==> src/logic/tsc_pkg.sv <==
// package for the task switch control block: register map, field positions, types
// assumes a 32-bit avalon-mm slave with word-aligned byte addresses
package tsc_pkg;
    localparam logic [7:0]  OFS_CTRL       = 8'h00;
    localparam logic [7:0]  OFS_CMD        = 8'h04;
    localparam logic [7:0]  OFS_MCW        = 8'h08;
    localparam logic [7:0]  OFS_FLAGS      = 8'h0C;
    localparam logic [7:0]  OFS_TR_SEL     = 8'h10;
    localparam logic [7:0]  OFS_TR_BASE    = 8'h14;
    localparam logic [7:0]  OFS_TR_LIMIT   = 8'h18;
    localparam logic [7:0]  OFS_DESC       = 8'h1C;
    localparam logic [7:0]  OFS_STATUS     = 8'h20;
    localparam logic [7:0]  OFS_FAULT      = 8'h24;
    localparam logic [7:0]  OFS_DBASE      = 8'h28;
    localparam logic [7:0]  OFS_DLIMIT     = 8'h2C;
    localparam logic [7:0]  OFS_BACKLINK   = 8'h30;
    localparam int          POS_PE         = 0;
    localparam int          POS_MP         = 1;
    localparam int          POS_TS         = 3;
    localparam int          POS_NT         = 14;
    localparam int          POS_VM         = 17;
    localparam logic [3:0]  TYPE_TSS32_AV  = 4'h9;
    localparam logic [3:0]  TYPE_TSS32_BSY = 4'hB;
    localparam logic [3:0]  TYPE_TSS16_AV  = 4'h1;
    localparam logic [3:0]  TYPE_TSS16_BSY = 4'h3;
    localparam logic [7:0]  EXC_NONE       = 8'hFF;
    localparam logic [7:0]  EXC_DEBUG      = 8'h01;
    localparam logic [7:0]  EXC_NO_FPU     = 8'h07;
    localparam logic [7:0]  EXC_GP         = 8'h0D;
    localparam logic [3:0]  SAVE_CYCLES    = 4'h8;
    localparam logic [3:0]  LOAD_CYCLES    = 4'h8;
    localparam logic [31:0] MCW_RESET      = 32'h0000_0000;
    localparam logic [31:0] FLAGS_RESET    = 32'h0000_0002;
    // command codes written to the command register
    localparam logic [2:0]  CMD_JMP        = 3'h1;
    localparam logic [2:0]  CMD_CALL       = 3'h2;
    localparam logic [2:0]  CMD_INT        = 3'h3;
    localparam logic [2:0]  CMD_INTERRUPT_RETURN       = 3'h4;
    localparam logic [2:0]  CMD_INT_NOTASK = 3'h5;
    localparam logic [2:0]  CMD_HDL_DONE   = 3'h6;
    localparam logic [2:0]  CMD_FPU        = 3'h7;

    typedef enum logic [4:0] {
        TSC_IDLE  = 5'b00001,
        TSC_CHECK = 5'b00010,
        TSC_SAVE  = 5'b00100,
        TSC_LOAD  = 5'b01000,
        TSC_DONE  = 5'b10000
    } tsc_state_t;

    // descriptor of the incoming task as staged by software
    typedef struct packed {
        logic [15:0] sel;
        logic [3:0]  dtype;
        logic        gate;
        logic        trap;
        logic        vm;
        logic        nt;
    } tsc_desc_t;
endpackage

==> src/logic/tsc_top.sv <==
// task switch control: sequences save/load of task state, busy marking, back link,
// flag updates and related faults; software stages descriptors over avalon-mm.
// assumes one clock, registers reached through an avalon-mm slave with waitrequest.
// Notes on behaviour
// - far jump/call to state segment switches
// - interrupt through task gate switches tasks
// - task register load also loads base, limit
// - interrupt return switches back when nested set
// - call/int marks busy, links back, sets nested
// - non-switch interrupt clears nested, restores later
// - busy type 9 to B, 1 to 3
// - busy target of jump/call/int raises general protection 13
// - virtual 8086 only entered via task switch
// - every switch sets task switched flag
// - fpu use with switched and monitor faults 7
// - debug trap flag raises exception 1
// - reset starts in real mode
// - protection enable write enters protected mode
// - nested return saves then restores earlier task
// - check, save, load, then resume
`timescale 1ns/1ps
module tsc_top
    import tsc_pkg::*;
(
    input  wire logic        clk_in,
    input  wire logic        reset_n_in,
    input  wire logic [7:0]  avs_address_in,
    input  wire logic        avs_read_in,
    input  wire logic        avs_write_in,
    input  wire logic [31:0] avs_writedata_in,
    input  wire logic [3:0]  avs_byteenable_in,
    output logic      [31:0] avs_readdata_out,
    output logic             avs_waitrequest_out,
    output logic             issue_hold_out,
    output logic             protected_mode_out,
    output logic             real_addr_mode_out,
    output logic             exc_valid_out,
    output logic      [7:0]  exc_vector_out
);
    logic             rst_s1_q;
    logic             rst_n;
    tsc_state_t       state_q, state_d;
    logic [3:0]       cnt_q, cnt_d;
    logic [31:0]      mcw_q, mcw_d;
    logic [31:0]      flags_q, flags_d;
    logic [15:0]      tr_sel_q, tr_sel_d;
    logic [31:0]      tr_base_q, tr_base_d;
    logic [31:0]      tr_limit_q, tr_limit_d;
    tsc_desc_t        desc_q, desc_d;
    logic [31:0]      dbase_q, dbase_d;
    logic [31:0]      dlimit_q, dlimit_d;
    logic [2:0]       cmd_q, cmd_d;
    logic [15:0]      backlink_q, backlink_d;
    logic [3:0]       wr_type_q, wr_type_d;
    logic             saved_nt_q, saved_nt_d;
    logic             exc_valid_q, exc_valid_d;
    logic [7:0]       exc_vec_q, exc_vec_d;
    logic [31:0]      rdata_q, rdata_d;
    logic             wait_q, wait_d;
    logic             go;
    logic             wr;
    logic             rd;

    function automatic logic is_busy(input logic [3:0] t);
        return (t == TYPE_TSS32_BSY) || (t == TYPE_TSS16_BSY);
    endfunction

    function automatic logic [31:0] merge(input logic [31:0] old, input logic [31:0] nw, input logic [3:0] be);
        logic [31:0] r;
        r = old;
        for (int i = 0; i < 4; i++) begin
            if (be[i]) begin
                r[i*8 +: 8] = nw[i*8 +: 8];
            end
        end
        return r;
    endfunction

    // async assert, synchronous release
    always_ff @(posedge clk_in or negedge reset_n_in) begin
        if (!reset_n_in) begin
            rst_s1_q <= 1'b0;
            rst_n    <= 1'b0;
        end else begin
            rst_s1_q <= 1'b1;
            rst_n    <= rst_s1_q;
        end
    end

    // one wait cycle per access; writes during a switch are answered after it ends, reads are answered at once
    assign wr = avs_write_in && wait_q && state_q == TSC_IDLE;
    assign rd = avs_read_in && wait_q;
    assign go = wr && avs_address_in == OFS_CMD;

    always_comb begin
        state_d     = state_q;
        cnt_d       = cnt_q;
        mcw_d       = mcw_q;
        flags_d     = flags_q;
        tr_sel_d    = tr_sel_q;
        tr_base_d   = tr_base_q;
        tr_limit_d  = tr_limit_q;
        desc_d      = desc_q;
        dbase_d     = dbase_q;
        dlimit_d    = dlimit_q;
        cmd_d       = cmd_q;
        backlink_d  = backlink_q;
        wr_type_d   = wr_type_q;
        saved_nt_d  = saved_nt_q;
        exc_valid_d = 1'b0;
        exc_vec_d   = exc_vec_q;
        rdata_d     = rdata_q;
        wait_d      = 1'b1;
        if ((avs_read_in || avs_write_in) && wait_q) begin
            if (avs_read_in || state_q == TSC_IDLE) begin
                wait_d = 1'b0;
            end
        end
        if (wr) begin
            case (avs_address_in)
                OFS_MCW: mcw_d = merge(mcw_q, avs_writedata_in, avs_byteenable_in);
                OFS_FLAGS: begin
                    flags_d = merge(flags_q, avs_writedata_in, avs_byteenable_in);
                    flags_d[POS_VM] = flags_q[POS_VM];
                end
                OFS_TR_SEL: begin
                    tr_sel_d   = avs_writedata_in[15:0];
                    tr_base_d  = dbase_q;
                    tr_limit_d = dlimit_q;
                end
                OFS_DESC:   desc_d   = tsc_desc_t'(avs_writedata_in[23:0]);
                OFS_DBASE:  dbase_d  = avs_writedata_in;
                OFS_DLIMIT: dlimit_d = avs_writedata_in;
                default: ;
            endcase
        end
        if (rd) begin
            case (avs_address_in)
                OFS_CTRL:     rdata_d = {30'h0, real_addr_mode_out, mcw_q[POS_PE]};
                OFS_MCW:      rdata_d = mcw_q;
                OFS_FLAGS:    rdata_d = flags_q;
                OFS_TR_SEL:   rdata_d = {16'h0, tr_sel_q};
                OFS_TR_BASE:  rdata_d = tr_base_q;
                OFS_TR_LIMIT: rdata_d = tr_limit_q;
                OFS_DESC:     rdata_d = {8'h0, desc_q};
                OFS_STATUS:   rdata_d = {23'h0, state_q, wr_type_q};
                OFS_FAULT:    rdata_d = {24'h0, exc_vec_q};
                OFS_DBASE:    rdata_d = dbase_q;
                OFS_DLIMIT:   rdata_d = dlimit_q;
                OFS_BACKLINK: rdata_d = {16'h0, backlink_q};
                default:      rdata_d = 32'h0;
            endcase
        end
        case (state_q)
            TSC_IDLE: begin
                if (go) begin
                    cmd_d = avs_writedata_in[2:0];
                    case (avs_writedata_in[2:0])
                        CMD_JMP, CMD_CALL: state_d = TSC_CHECK;
                        CMD_INT: begin
                            if (desc_q.gate) begin
                                state_d = TSC_CHECK;
                            end
                        end
                        CMD_INTERRUPT_RETURN: begin
                            if (flags_q[POS_NT]) begin
                                state_d = TSC_CHECK;
                            end
                        end
                        CMD_INT_NOTASK: begin
                            saved_nt_d = flags_q[POS_NT];
                            flags_d[POS_NT] = 1'b0;
                        end
                        CMD_HDL_DONE: flags_d[POS_NT] = saved_nt_q;
                        CMD_FPU: begin
                            if (mcw_q[POS_TS] && mcw_q[POS_MP]) begin
                                exc_valid_d = 1'b1;
                                exc_vec_d   = EXC_NO_FPU;
                            end
                        end
                        default: ;
                    endcase
                end
            end
            TSC_CHECK: begin
                // return targets are busy by design; only entering switches check
                if (is_busy(desc_q.dtype) && cmd_q != CMD_INTERRUPT_RETURN) begin
                    exc_valid_d = 1'b1;
                    exc_vec_d   = EXC_GP;
                    state_d     = TSC_IDLE;
                end else begin
                    cnt_d   = SAVE_CYCLES;
                    state_d = TSC_SAVE;
                end
            end
            TSC_SAVE: begin
                cnt_d = cnt_q - 4'h1;
                if (cnt_q == 4'h1) begin
                    cnt_d   = LOAD_CYCLES;
                    state_d = TSC_LOAD;
                end
            end
            TSC_LOAD: begin
                cnt_d = cnt_q - 4'h1;
                if (cnt_q == 4'h1) begin
                    state_d = TSC_DONE;
                end
            end
            TSC_DONE: begin
                if (cmd_q == CMD_CALL || cmd_q == CMD_INT) begin
                    backlink_d = tr_sel_q;
                    flags_d[POS_NT] = 1'b1;
                end else begin
                    backlink_d = 16'h0;
                    flags_d[POS_NT] = desc_q.nt;
                end
                case (desc_q.dtype)
                    TYPE_TSS32_AV: wr_type_d = TYPE_TSS32_BSY;
                    TYPE_TSS16_AV: wr_type_d = TYPE_TSS16_BSY;
                    default:       wr_type_d = desc_q.dtype;
                endcase
                flags_d[POS_VM] = desc_q.vm;
                mcw_d[POS_TS]   = 1'b1;
                tr_sel_d        = desc_q.sel;
                tr_base_d       = dbase_q;
                tr_limit_d      = dlimit_q;
                if (desc_q.trap) begin
                    exc_valid_d = 1'b1;
                    exc_vec_d   = EXC_DEBUG;
                end
                state_d = TSC_IDLE;
            end
            default: state_d = TSC_IDLE;
        endcase
    end

    always_ff @(posedge clk_in or negedge rst_n) begin
        if (!rst_n) begin
            state_q     <= TSC_IDLE;
            cnt_q       <= 4'h0;
            mcw_q       <= MCW_RESET;
            flags_q     <= FLAGS_RESET;
            tr_sel_q    <= 16'h0;
            tr_base_q   <= 32'h0;
            tr_limit_q  <= 32'h0;
            desc_q      <= '0;
            dbase_q     <= 32'h0;
            dlimit_q    <= 32'h0;
            cmd_q       <= 3'h0;
            backlink_q  <= 16'h0;
            wr_type_q   <= 4'h0;
            saved_nt_q  <= 1'b0;
            exc_valid_q <= 1'b0;
            exc_vec_q   <= EXC_NONE;
            rdata_q     <= 32'h0;
            wait_q      <= 1'b1;
        end else begin
            state_q     <= state_d;
            cnt_q       <= cnt_d;
            mcw_q       <= mcw_d;
            flags_q     <= flags_d;
            tr_sel_q    <= tr_sel_d;
            tr_base_q   <= tr_base_d;
            tr_limit_q  <= tr_limit_d;
            desc_q      <= desc_d;
            dbase_q     <= dbase_d;
            dlimit_q    <= dlimit_d;
            cmd_q       <= cmd_d;
            backlink_q  <= backlink_d;
            wr_type_q   <= wr_type_d;
            saved_nt_q  <= saved_nt_d;
            exc_valid_q <= exc_valid_d;
            exc_vec_q   <= exc_vec_d;
            rdata_q     <= rdata_d;
            wait_q      <= wait_d;
        end
    end

    // outputs straight from flip-flops; hold registered from the next state
    always_ff @(posedge clk_in or negedge rst_n) begin
        if (!rst_n) begin
            issue_hold_out     <= 1'b0;
            protected_mode_out <= 1'b0;
            real_addr_mode_out <= 1'b1;
        end else begin
            issue_hold_out     <= state_d != TSC_IDLE;
            protected_mode_out <= mcw_d[POS_PE];
            real_addr_mode_out <= !mcw_d[POS_PE] || flags_d[POS_VM];
        end
    end

    assign avs_readdata_out    = rdata_q;
    assign avs_waitrequest_out = wait_q;
    assign exc_valid_out       = exc_valid_q;
    assign exc_vector_out      = exc_vec_q;
endmodule

==> config.mk <==
export PLATFORM = sky130hd
export DESIGN_NAME = tsc_top
export DESIGN_NICKNAME = d
export VERILOG_FILES = /design/src/logic/tsc_pkg.sv /design/src/logic/tsc_top.sv
export SDC_FILE = /design/constraint.sdc
export NUM_CORES = 1
export LEC_CHECK = 0
export BUFFER_PORTS_ARGS = -buffer_cell sky130_fd_sc_hd__buf_2
export CAP_MARGIN = 20
export CORE_MARGIN = 2
export CORE_UTILIZATION = 45
export CTS_BUF_LIST = sky130_fd_sc_hd__clkbuf_8
export DETAILED_ROUTE_END_ITERATION = 8
export PLACE_DENSITY_LB_ADDON = 0.25
export SLEW_MARGIN = 10
export SYNTH_ARGS = -nofsm -noshare
export SYNTH_HDL_FRONTEND = slang
export SYNTH_SLANG_ARGS = --single-unit
==> constraint.sdc <==
create_clock -name clk_in -period 9.3 [get_ports clk_in]
set_input_delay 1.86 -clock clk_in [delete_from_list [all_inputs] [get_ports clk_in]]
set_output_delay 1.86 -clock clk_in [all_outputs]
set_load 0.01 [all_outputs]
=== Yosys cells after proc, flatten, opt, wreduce, memory -nomap -nowiden ===
Cells that the tools add are included.

* Register bits after elaboration: 311
* Input port bits: 48
* Output and inout port bits: 45

* Add/sub/neg operators: 1
* Eq/ne operators: 39
* Multiplexer cells: 50
* Reduce and logical (&&, ||, !) cells: 38

{| class="wikitable"
|+ Operators with widths
! kind !! count
|-
| $pmux W32 S12 || 1
|-
| $mux W32 || 6
|-
| $mux W16 || 4
|-
| $mux W8 || 6
|-
| $eq A8 B6 Y1 const B || 5
|-
| $eq A8 B5 Y1 const B || 4
|-
| $mux W15 || 2
|-
| $reduce_and A3 Y1 || 10
|-
| $mux W5 || 5
|-
| $pmux W8 S3 || 1
|-
| $mux W4 || 5
|-
| $pmux W5 S4 || 1
|-
| $eq A8 B4 Y1 const B || 2
|-
| $pmux W5 S3 || 1
|-
| $eq A3 B2 Y1 const B || 4
|-
| $eq A3 B3 Y1 const B || 4
|-
| $pmux W4 S3 || 1
|-
| $reduce_and A2 Y1 || 6
|-
| $mux W1 || 11
|-
| $eq A4 B1 Y1 const B || 2
|-
| $eq A4 B4 Y1 const B || 2
|-
| $eq A8 B3 Y1 const B || 1
|-
| $logic_not A8 Y1 || 1
|-
| $ne A2 B2 Y1 const B || 4
|-
| other kinds (23) || 39
|}

=== Longest topological paths before layout ===
Gate-level depths: netlist of run 1.

* Depth after elaboration: 6
* Gate-level depth with buffers: 9

=== Worst setup path before layout of run 1 ===
OpenSTA, ideal clock, no wires.

* Path kind: input to register
* Start: in avs_address_in[4]
* End: reg mcw_q[24]
* Arrival: 3.499 ns
* Data required time: 9.175 ns
* Slack: 5.676 ns
* Cell stages on the path: 7
* Cells stage by stage: buf_2 > nor4_4 > and3_1 > buf_2 > nand2_1 > nor3_4 > mux2_2

* Cells in the longest elaborated chain, start to end: 2

{| class="wikitable"
|+ Ends and longest elaborated chain
! element !! RTL line !! source
|-
| start: declaration || tsc_top.sv:27 || <nowiki>input wire logic [7:0] avs_address_in,</nowiki>
|-
| $eq A8 B4 Y1 || tsc_top.sv:120 || <nowiki>case (avs_address_in)</nowiki>
|-
| $reduce_and A3 Y1 (no source line) || - ||
|-
| end signal: assignment || tsc_top.sv:260 || <nowiki>mcw_q <= mcw_d;</nowiki>
|-
| end: declaration || tsc_top.sv:44 || <nowiki>logic [31:0] mcw_q, mcw_d;</nowiki>
|}

No other way between the ends.
A chain may end at the register's enable or synchronous reset.

=== Worst setup path after layout of run 1 ===
* Start: in avs_address_in[5]
* End: reg mcw_q[11]

The elaborated chain is that of the path after synthesis.

==> metrics.cfg, run 1 <==
[hold_path]
min_path_type=reg -> reg
hold_path.startpoint=rst_s1_q$_DFF_PN0_

[setup_path]
worstRegToRegCells=6
reg2reg_to=tr_limit_q[20]$_DFFE_PN0P_
cp_cell_sequence=buf_2 > buf_4 > or4_1 > nor2_1 > and3_1 > mux2_2
start_kind=input pin
max_stage_delay_ps=950
path_delay_family=simple AND/OR/NAND/NOR gates
crit_fanout=40
crit_buf_inv=2
critPathKind=in -> reg
slowest_stage=or4_1
cp.depth=6
crit_required_ps=9770
r2r_slack_ps=5710
end_kind=register
critPathLaunch=avs_address_in[5]
r2r-start=state_q[3]$_DFF_PN0_
critPathArrivalTime_ps=4970
cp-endpoint=mcw_q[11]$_DFFE_PN0P_

[sta]
period_needed_ps=4502
skew_ps=15.10
finalHoldViolCount=0
worst_slew_pin_slew_ps=1068
tns_ps=0
final-setup-viol-count=0
slew_headroom_pct=28.56
rsz0062_at_grt=no
fmax_mhz=222.1
finalMaxSlewViolations=0
period_share_pct=48.40

[yosys]
synth.ff_latch_count=307
synth_edf_count=0
synth_cell_types=80
synth_most_common_cell=dfrtp_1
syn_area_per_cell_um2=11.73
netlist.area_leader.share_pct=51.94
ys_warn_count=0
synth_ff_type=dfrtp_1
synthTopCellsByCount=299 x dfrtp_1, 203 x mux2_2, 157 x nand2_1
netlist_area_mm2=0.01441
synthTopCellsByArea=dfrtp_1 52%, mux2_2 16%, nand2_1 4.1%, mux2i_1 2.4%, o21ai_0 2.2%
yosysTopAreaCell=dfrtp_1
synthCells=1228
synth-seq-area-share_pct=53.40
synthArstFlopShare_pct=100.0

[clock_network]
htreeDepth=2
post_cts_buffers=0
path_clk_slew_ps=60
cts_tree=done
clock_sinks=307
cts_resized=0
cts_root_buffer=clkbuf_8
cts_buffer_depth=3
numCtsBuffers=53
hold_buffers=0
clkLatencyLatePin_ps=580

[floorplanning]
die_w_um=182.9
dieHeight_um=182.9
row_count=65
start_util_pct=45.65
core_mm2=0.03156
dieArea_mm2=0.03346
num_io_pins=93

[placed_design]
place_inst=1655
routabilityCongestion=0.8648
hpwl_um=26540
io_buffers=91

[detailed_routing]
ant_nets=0
drtIter0Drc=965
dr_total_vias=10610
via_per_inst=6.045
drt-total-wl_um=42380
dr.pass1.iters=5
drc=0
wl_per_cell_um=24.15

[global_routing]
first_global_vias=10700
antenna_found_initial=2
grt_max_degree=175
grt_pass1_wl_um=65470
grt_use_total_pct=25.62
grt-ovfl-total=0

[finish]
multi_input_area_mm2=0.006334
drive_above_1_share_pct=32.12
area_growth_pct=12.52
seq_area_mm2=0.007696
postLayoutCoreUtil_pct=51.37
fillers=2852
stdcell_count=1755
finalNetCount=1359

[run]
drv_cap=0

[pwr]
vdd_drop_max_v=0.00008973
leakage_uw=0.007818
power_density_mw_per_mm2=166.7

[status]
status=finished clean

-- registers in the layout, summed over array words and instances, names as in the netlist, 3 cells and up --
name,flops
flags_q,32
cnt_q,4
mcw_q,32
tr_base_q,32
backlink_q,16
avs_readdata_out,32
dbase_q,32
dlimit_q,32
desc_q,24
cmd_q,3
wr_type_q,4
tr_sel_q,16
exc_vector_out,4
tr_limit_q,32
state_q,5
-- where the power goes --
part	internal [uW]	leakage, uW	switching [uW]
clock	603	0.000612	558
sequential	1360	0.00423	24.9
combinational	46.4	0.00298	108
-- logic make-up (layout without fill, tap and decap cells) --
| kind of cell | count (synthesis) | in the layout | share of synthesized area [%] |
|---|---|---|---|
| multiplexers | 258 | 258 | 20.07 |
| buffers and inverters | 92 | 214 | 3.187 |
| XOR/XNOR | 1 | 1 | 0.06081 |
| adder cells (fa/ha/maj) | 2 | 2 | 0.1737 |
| AO/OA/AOI/OAI | 240 | 240 | 11.19 |
| flip-flops | 307 | 307 | 53.40 |
| AND/OR/NAND/NOR | 327 | 327 | 11.90 |
| other | 1 | 4 | 0.02603 |
-- how the worst min path moves through the flow --
stage	slack (ps)	cells after the start	to
6_report	350	0	rst_n$_DFF_PN0_
5_1_grt	350	0	rst_n$_DFF_PN0_
4_1_cts	350	0	rst_n$_DFF_PN0_
3_5_place_dp	330	0	rst_n$_DFF_PN0_
3_3_place_gp	330	0	rst_n$_DFF_PN0_
2_1_floorplan	330	0	rst_n$_DFF_PN0_
-- cell usage in the layout, fill, tap and decap left out, drive strengths merged, types with 3 or more instances in the layout --
master	synthesis	layout
o32ai	3	3
and3	6	6
a32oi	8	8
nor2b	7	7
nand4	4	4
clkinvlp	0	3
o2bb2ai	5	5
o22ai	15	15
or3	9	9
dfstp	8	8
a222oi	5	5
nand3b	4	4
a22oi	40	40
a22o	15	15
o21ai	69	69
a21oi	24	24
nor3	11	11
mux2i	35	35
a211oi	7	7
nand2	159	159
clkbuf	34	62
a31o	3	3
nor4b	4	4
nand2b	5	5
nor3b	7	7
or4b	4	4
a21o	4	4
nand3	39	39
dfrtp	299	299
a31oi	17	17
a221oi	8	8
buf	54	113
mux2	221	221
a2111oi	3	3
clkinv	0	3
and2	3	3
nor2	50	50
nor4	5	5
inv	4	33
-- per-stage QoR --
stage	cell area, um2	setup slack, ps	total power [uW]	hold WS, ps
floorplan	14410	124.5	1493	331.2
global placement	15170	4263	1561	333.4
detailed placement	15190	4263	1565	334.7
CTS	16190	4886	2720	348.1
global route	16210	4811	2799	355.0
finish	16210	4798	2702	346.6
-- worst register-to-register path, delay by kind of cell, from the launching register on --
family / cells / cell delay, ps
buffers and inverters: 2 / 1290
AO/OA/AOI/OAI: 1 / 480
flip-flops: 1 / 540
AND/OR/NAND/NOR: 2 / 680
multiplexers: 1 / 470
-- cell type report --
| class | count | share of cell area, % |
|---|---|---|
| clock buffers | 62 | 5.264 |
| diodes | 2 | 0.03087 |
| well taps | 402 | 3.103 |
| multi-input cells | 830 | 39.07 |
| flip-flops and latches | 307 | 47.48 |
| repair buffers | 113 | 4.060 |
| clock inverters | 35 | 0.9031 |
| inverters | 4 | 0.09262 |
-- per-layer routing --
metal  vias to the layer above  global-route usage [%]  share of wire (%)
li1                       4656                       -                  -
met1                      5452                   36.00                 44
met2                       410                   39.65                 46
met3                        91                   4.587                6.8
met4                         0                   10.02                3.1
met5                         -                       0                  0
(Power assumes the default switching activity.)
==> inputs of run 2 (changes only) <==
- clock period: 9.3 -> 3.69 ns (I/O delays scaled with it)
==> run 2 against run 1 <==
  * The run now ends with design-rule violations left
  * Final area grew 2.1%
  * Via count grew 1.1%
  * Sequential share of layout area shrank 0.99 points
  * Critical path depth shrank 1
  * Critical path type is now reg -> reg
  * Critical endpoint is now flags_q[14]$_DFF_PN0_
  * Largest power group unchanged
  * Highest routed layer unchanged
==> metrics.cfg, run 2 (same netlist as run 1, synthesis figures left out) <==
[global_routing]
grt_max_degree=107  ; -39%
grt_pass1_wl_um=67470  ; +3.1%
grt-ovfl-total=0  ; unchanged
grt_use_total_pct=26.56  ; +0.94 points
first_global_vias=10890  ; +1.8%
antenna_found_initial=1  ; -1

[hold_path]
whs_path_depth=0  ; unchanged
min_path_type=reg -> reg
hold-path-endpoint=rst_n$_DFF_PN0_
hold_path.startpoint=rst_s1_q$_DFF_PN0_

[sta]
timing.hold.ws_ps=347.2  ; +0.5700 ps
period_needed_ps=2912
finalHoldViolCount=0  ; unchanged
tns_ps=0  ; unchanged
layout_setup_ws_ps=778.2  ; -4020 ps
worst_slew_pin_slew_ps=845.0  ; -222.9 ps
slew_headroom_pct=43.46  ; +15 points
final-setup-viol-count=0  ; unchanged
fmax_mhz=343.4
finalMaxSlewViolations=0  ; unchanged
period_share_pct=78.91
rsz0062_at_grt=no
skew_ps=17.96  ; +2.860 ps

[setup_path]
critPathArrivalTime_ps=3370  ; -1600 ps
start_kind=register
reg2reg_to=flags_q[14]$_DFF_PN0_
r2r-start=state_q[0]$_DFF_PN1_
slowest_stage=dfstp_2
crit_fanout=9  ; -78%
critPathKind=reg -> reg
max_stage_delay_ps=610  ; -340 ps
r2r_slack_ps=780  ; -4930 ps
end_kind=register
worstRegToRegCells=5  ; -1
crit_required_ps=4150  ; -5620 ps
cp_cell_sequence=or3b_4 > nor3_2 > nand4_2 > mux2i_1 > o21ai_0

[finish]
seq_area_mm2=0.007696  ; unchanged
area_growth_pct=14.91
drive_above_1_share_pct=34.11  ; +2.0 points
finalNetCount=1381  ; +1.6%
final_cell_mix=298 x dfrtp_1, 203 x mux2_2, 155 x nand2_1
fillers=2786  ; -2.3%
layout_commonest_cell=dfrtp_1
multi_input_area_mm2=0.006325  ; -0.14%

[detailed_routing]
wl_per_cell_um=24.45  ; +1.2%
drc=2  ; +2
dr.pass1.iters=9  ; +4
drtIter0Drc=819  ; -15%
dr_total_vias=10730  ; +1.1%
via_per_inst=6.045  ; about the same
ant_nets=0  ; unchanged
drt-total-wl_um=43390  ; +2.4%

[floorplanning]
dieHeight_um=182.9  ; unchanged
start_util_pct=45.65  ; unchanged
num_io_pins=93  ; unchanged
die_w_um=182.9  ; unchanged
row_count=65  ; unchanged
core_mm2=0.03156  ; unchanged
dieArea_mm2=0.03346  ; unchanged

[pwr]
leakage_uw=0.007971  ; +2.0%
vdd_drop_max_v=0.0002757  ; +210%
finalPower_uw=7204  ; +170%
power_density_mw_per_mm2=435.2  ; +160%

[clock_network]
cts_tree=done
numCtsBuffers=53  ; unchanged
hold_buffers=1  ; +1
clkLatencyLatePin_ps=590  ; about the same
path_clk_slew_ps=60  ; about the same
cts_resized=0  ; unchanged
clock_sinks=307  ; unchanged
cts_root_buffer=clkbuf_8
post_cts_buffers=0  ; unchanged
cts_buffer_depth=3  ; unchanged
htreeDepth=2  ; unchanged

[placed_design]
io_buffers=91  ; unchanged
pre_cts_slack_ps=534.9  ; -3728 ps
hpwl_um=28510  ; +7.4%
routabilityCongestion=0.8865  ; +2.5%

[status]
violations=design-rule violations
status=complete, but fails checks

[run]
drv_cap=0  ; unchanged

[run 2: changes by cell type in the layout (fill, tap and decap cells not counted), sizes merged]
| cell | delta |
|---|---|
| buf | +21 |
| inv | -12 |
| clkbuf | +6 |
| clkinv | +5 |
| bufinv | +3 |
| clkinvlp | -3 |
| diode | -1 |
| dlygate4sd3 | +1 |
[run 2: worst max path at each step]
stage | cells after the start | end | from
5_1_grt | 5 | flags_q[14]$_DFF_PN0_ | state_q[0]$_DFF_PN1_
3_5_place_dp | 5 | desc_q[23]$_DFFE_PN0P_ | avs_address_in[2]
4_1_cts | 5 | flags_q[14]$_DFF_PN0_ | state_q[0]$_DFF_PN1_
2_1_floorplan | 0 | avs_readdata_out[0]$_DFFE_PN0P_ | rst_n$_DFF_PN0_
3_3_place_gp | 5 | mcw_q[8]$_DFFE_PN0P_ | avs_address_in[2]
6_report | 5 | flags_q[14]$_DFF_PN0_ | state_q[0]$_DFF_PN1_
[run 2: layout make-up]
type | count | share of cell area (%)
Sequential cell | 307 | 46.49
Tap cell | 402 | 3.038
Clock inverter | 28 | 1.247
Multi-Input combinational cell | 830 | 38.21
Antenna cell | 1 | 0.01512
Clock buffer | 68 | 5.653
Timing Repair Buffer | 135 | 5.260
Inverter | 4 | 0.09070
[run 2: critical path, delay by kind of cell (launching register included)]
family             cells  cell delay (ps)
muxes                  1              410
AOI/OAI and AO/OA      1              130
DFF                    1              610
and+or+nand+nor        3             1650
[run 2: per-layer routing]
metal | global-route usage (%) | vias up | share of wire, %
met3 | 5.679 | 86 | 8.0
li1 | - | 4690 | -
met5 | 0 | - | 0
met1 | 37.12 | 5483 | 43
met2 | 41.05 | 470 | 46
met4 | 9.504 | 0 | 3.1
[run 2: stage by stage]
step	area, um2	std cells	util, %
final	16550	1775	52.46
after global routing	16550	1775	52.46
after CTS	16520	1773	52.37
after detailed placement	15370	1676	48.72
after global placement	15370	1676	48.72
after floorplan	14410	1229	-
[run 2: power by group]
group          total, uW  switching, uW  internal (uW)
clock network       3290           1430           1870
registers           3500           65.6           3430
logic                413            285            128
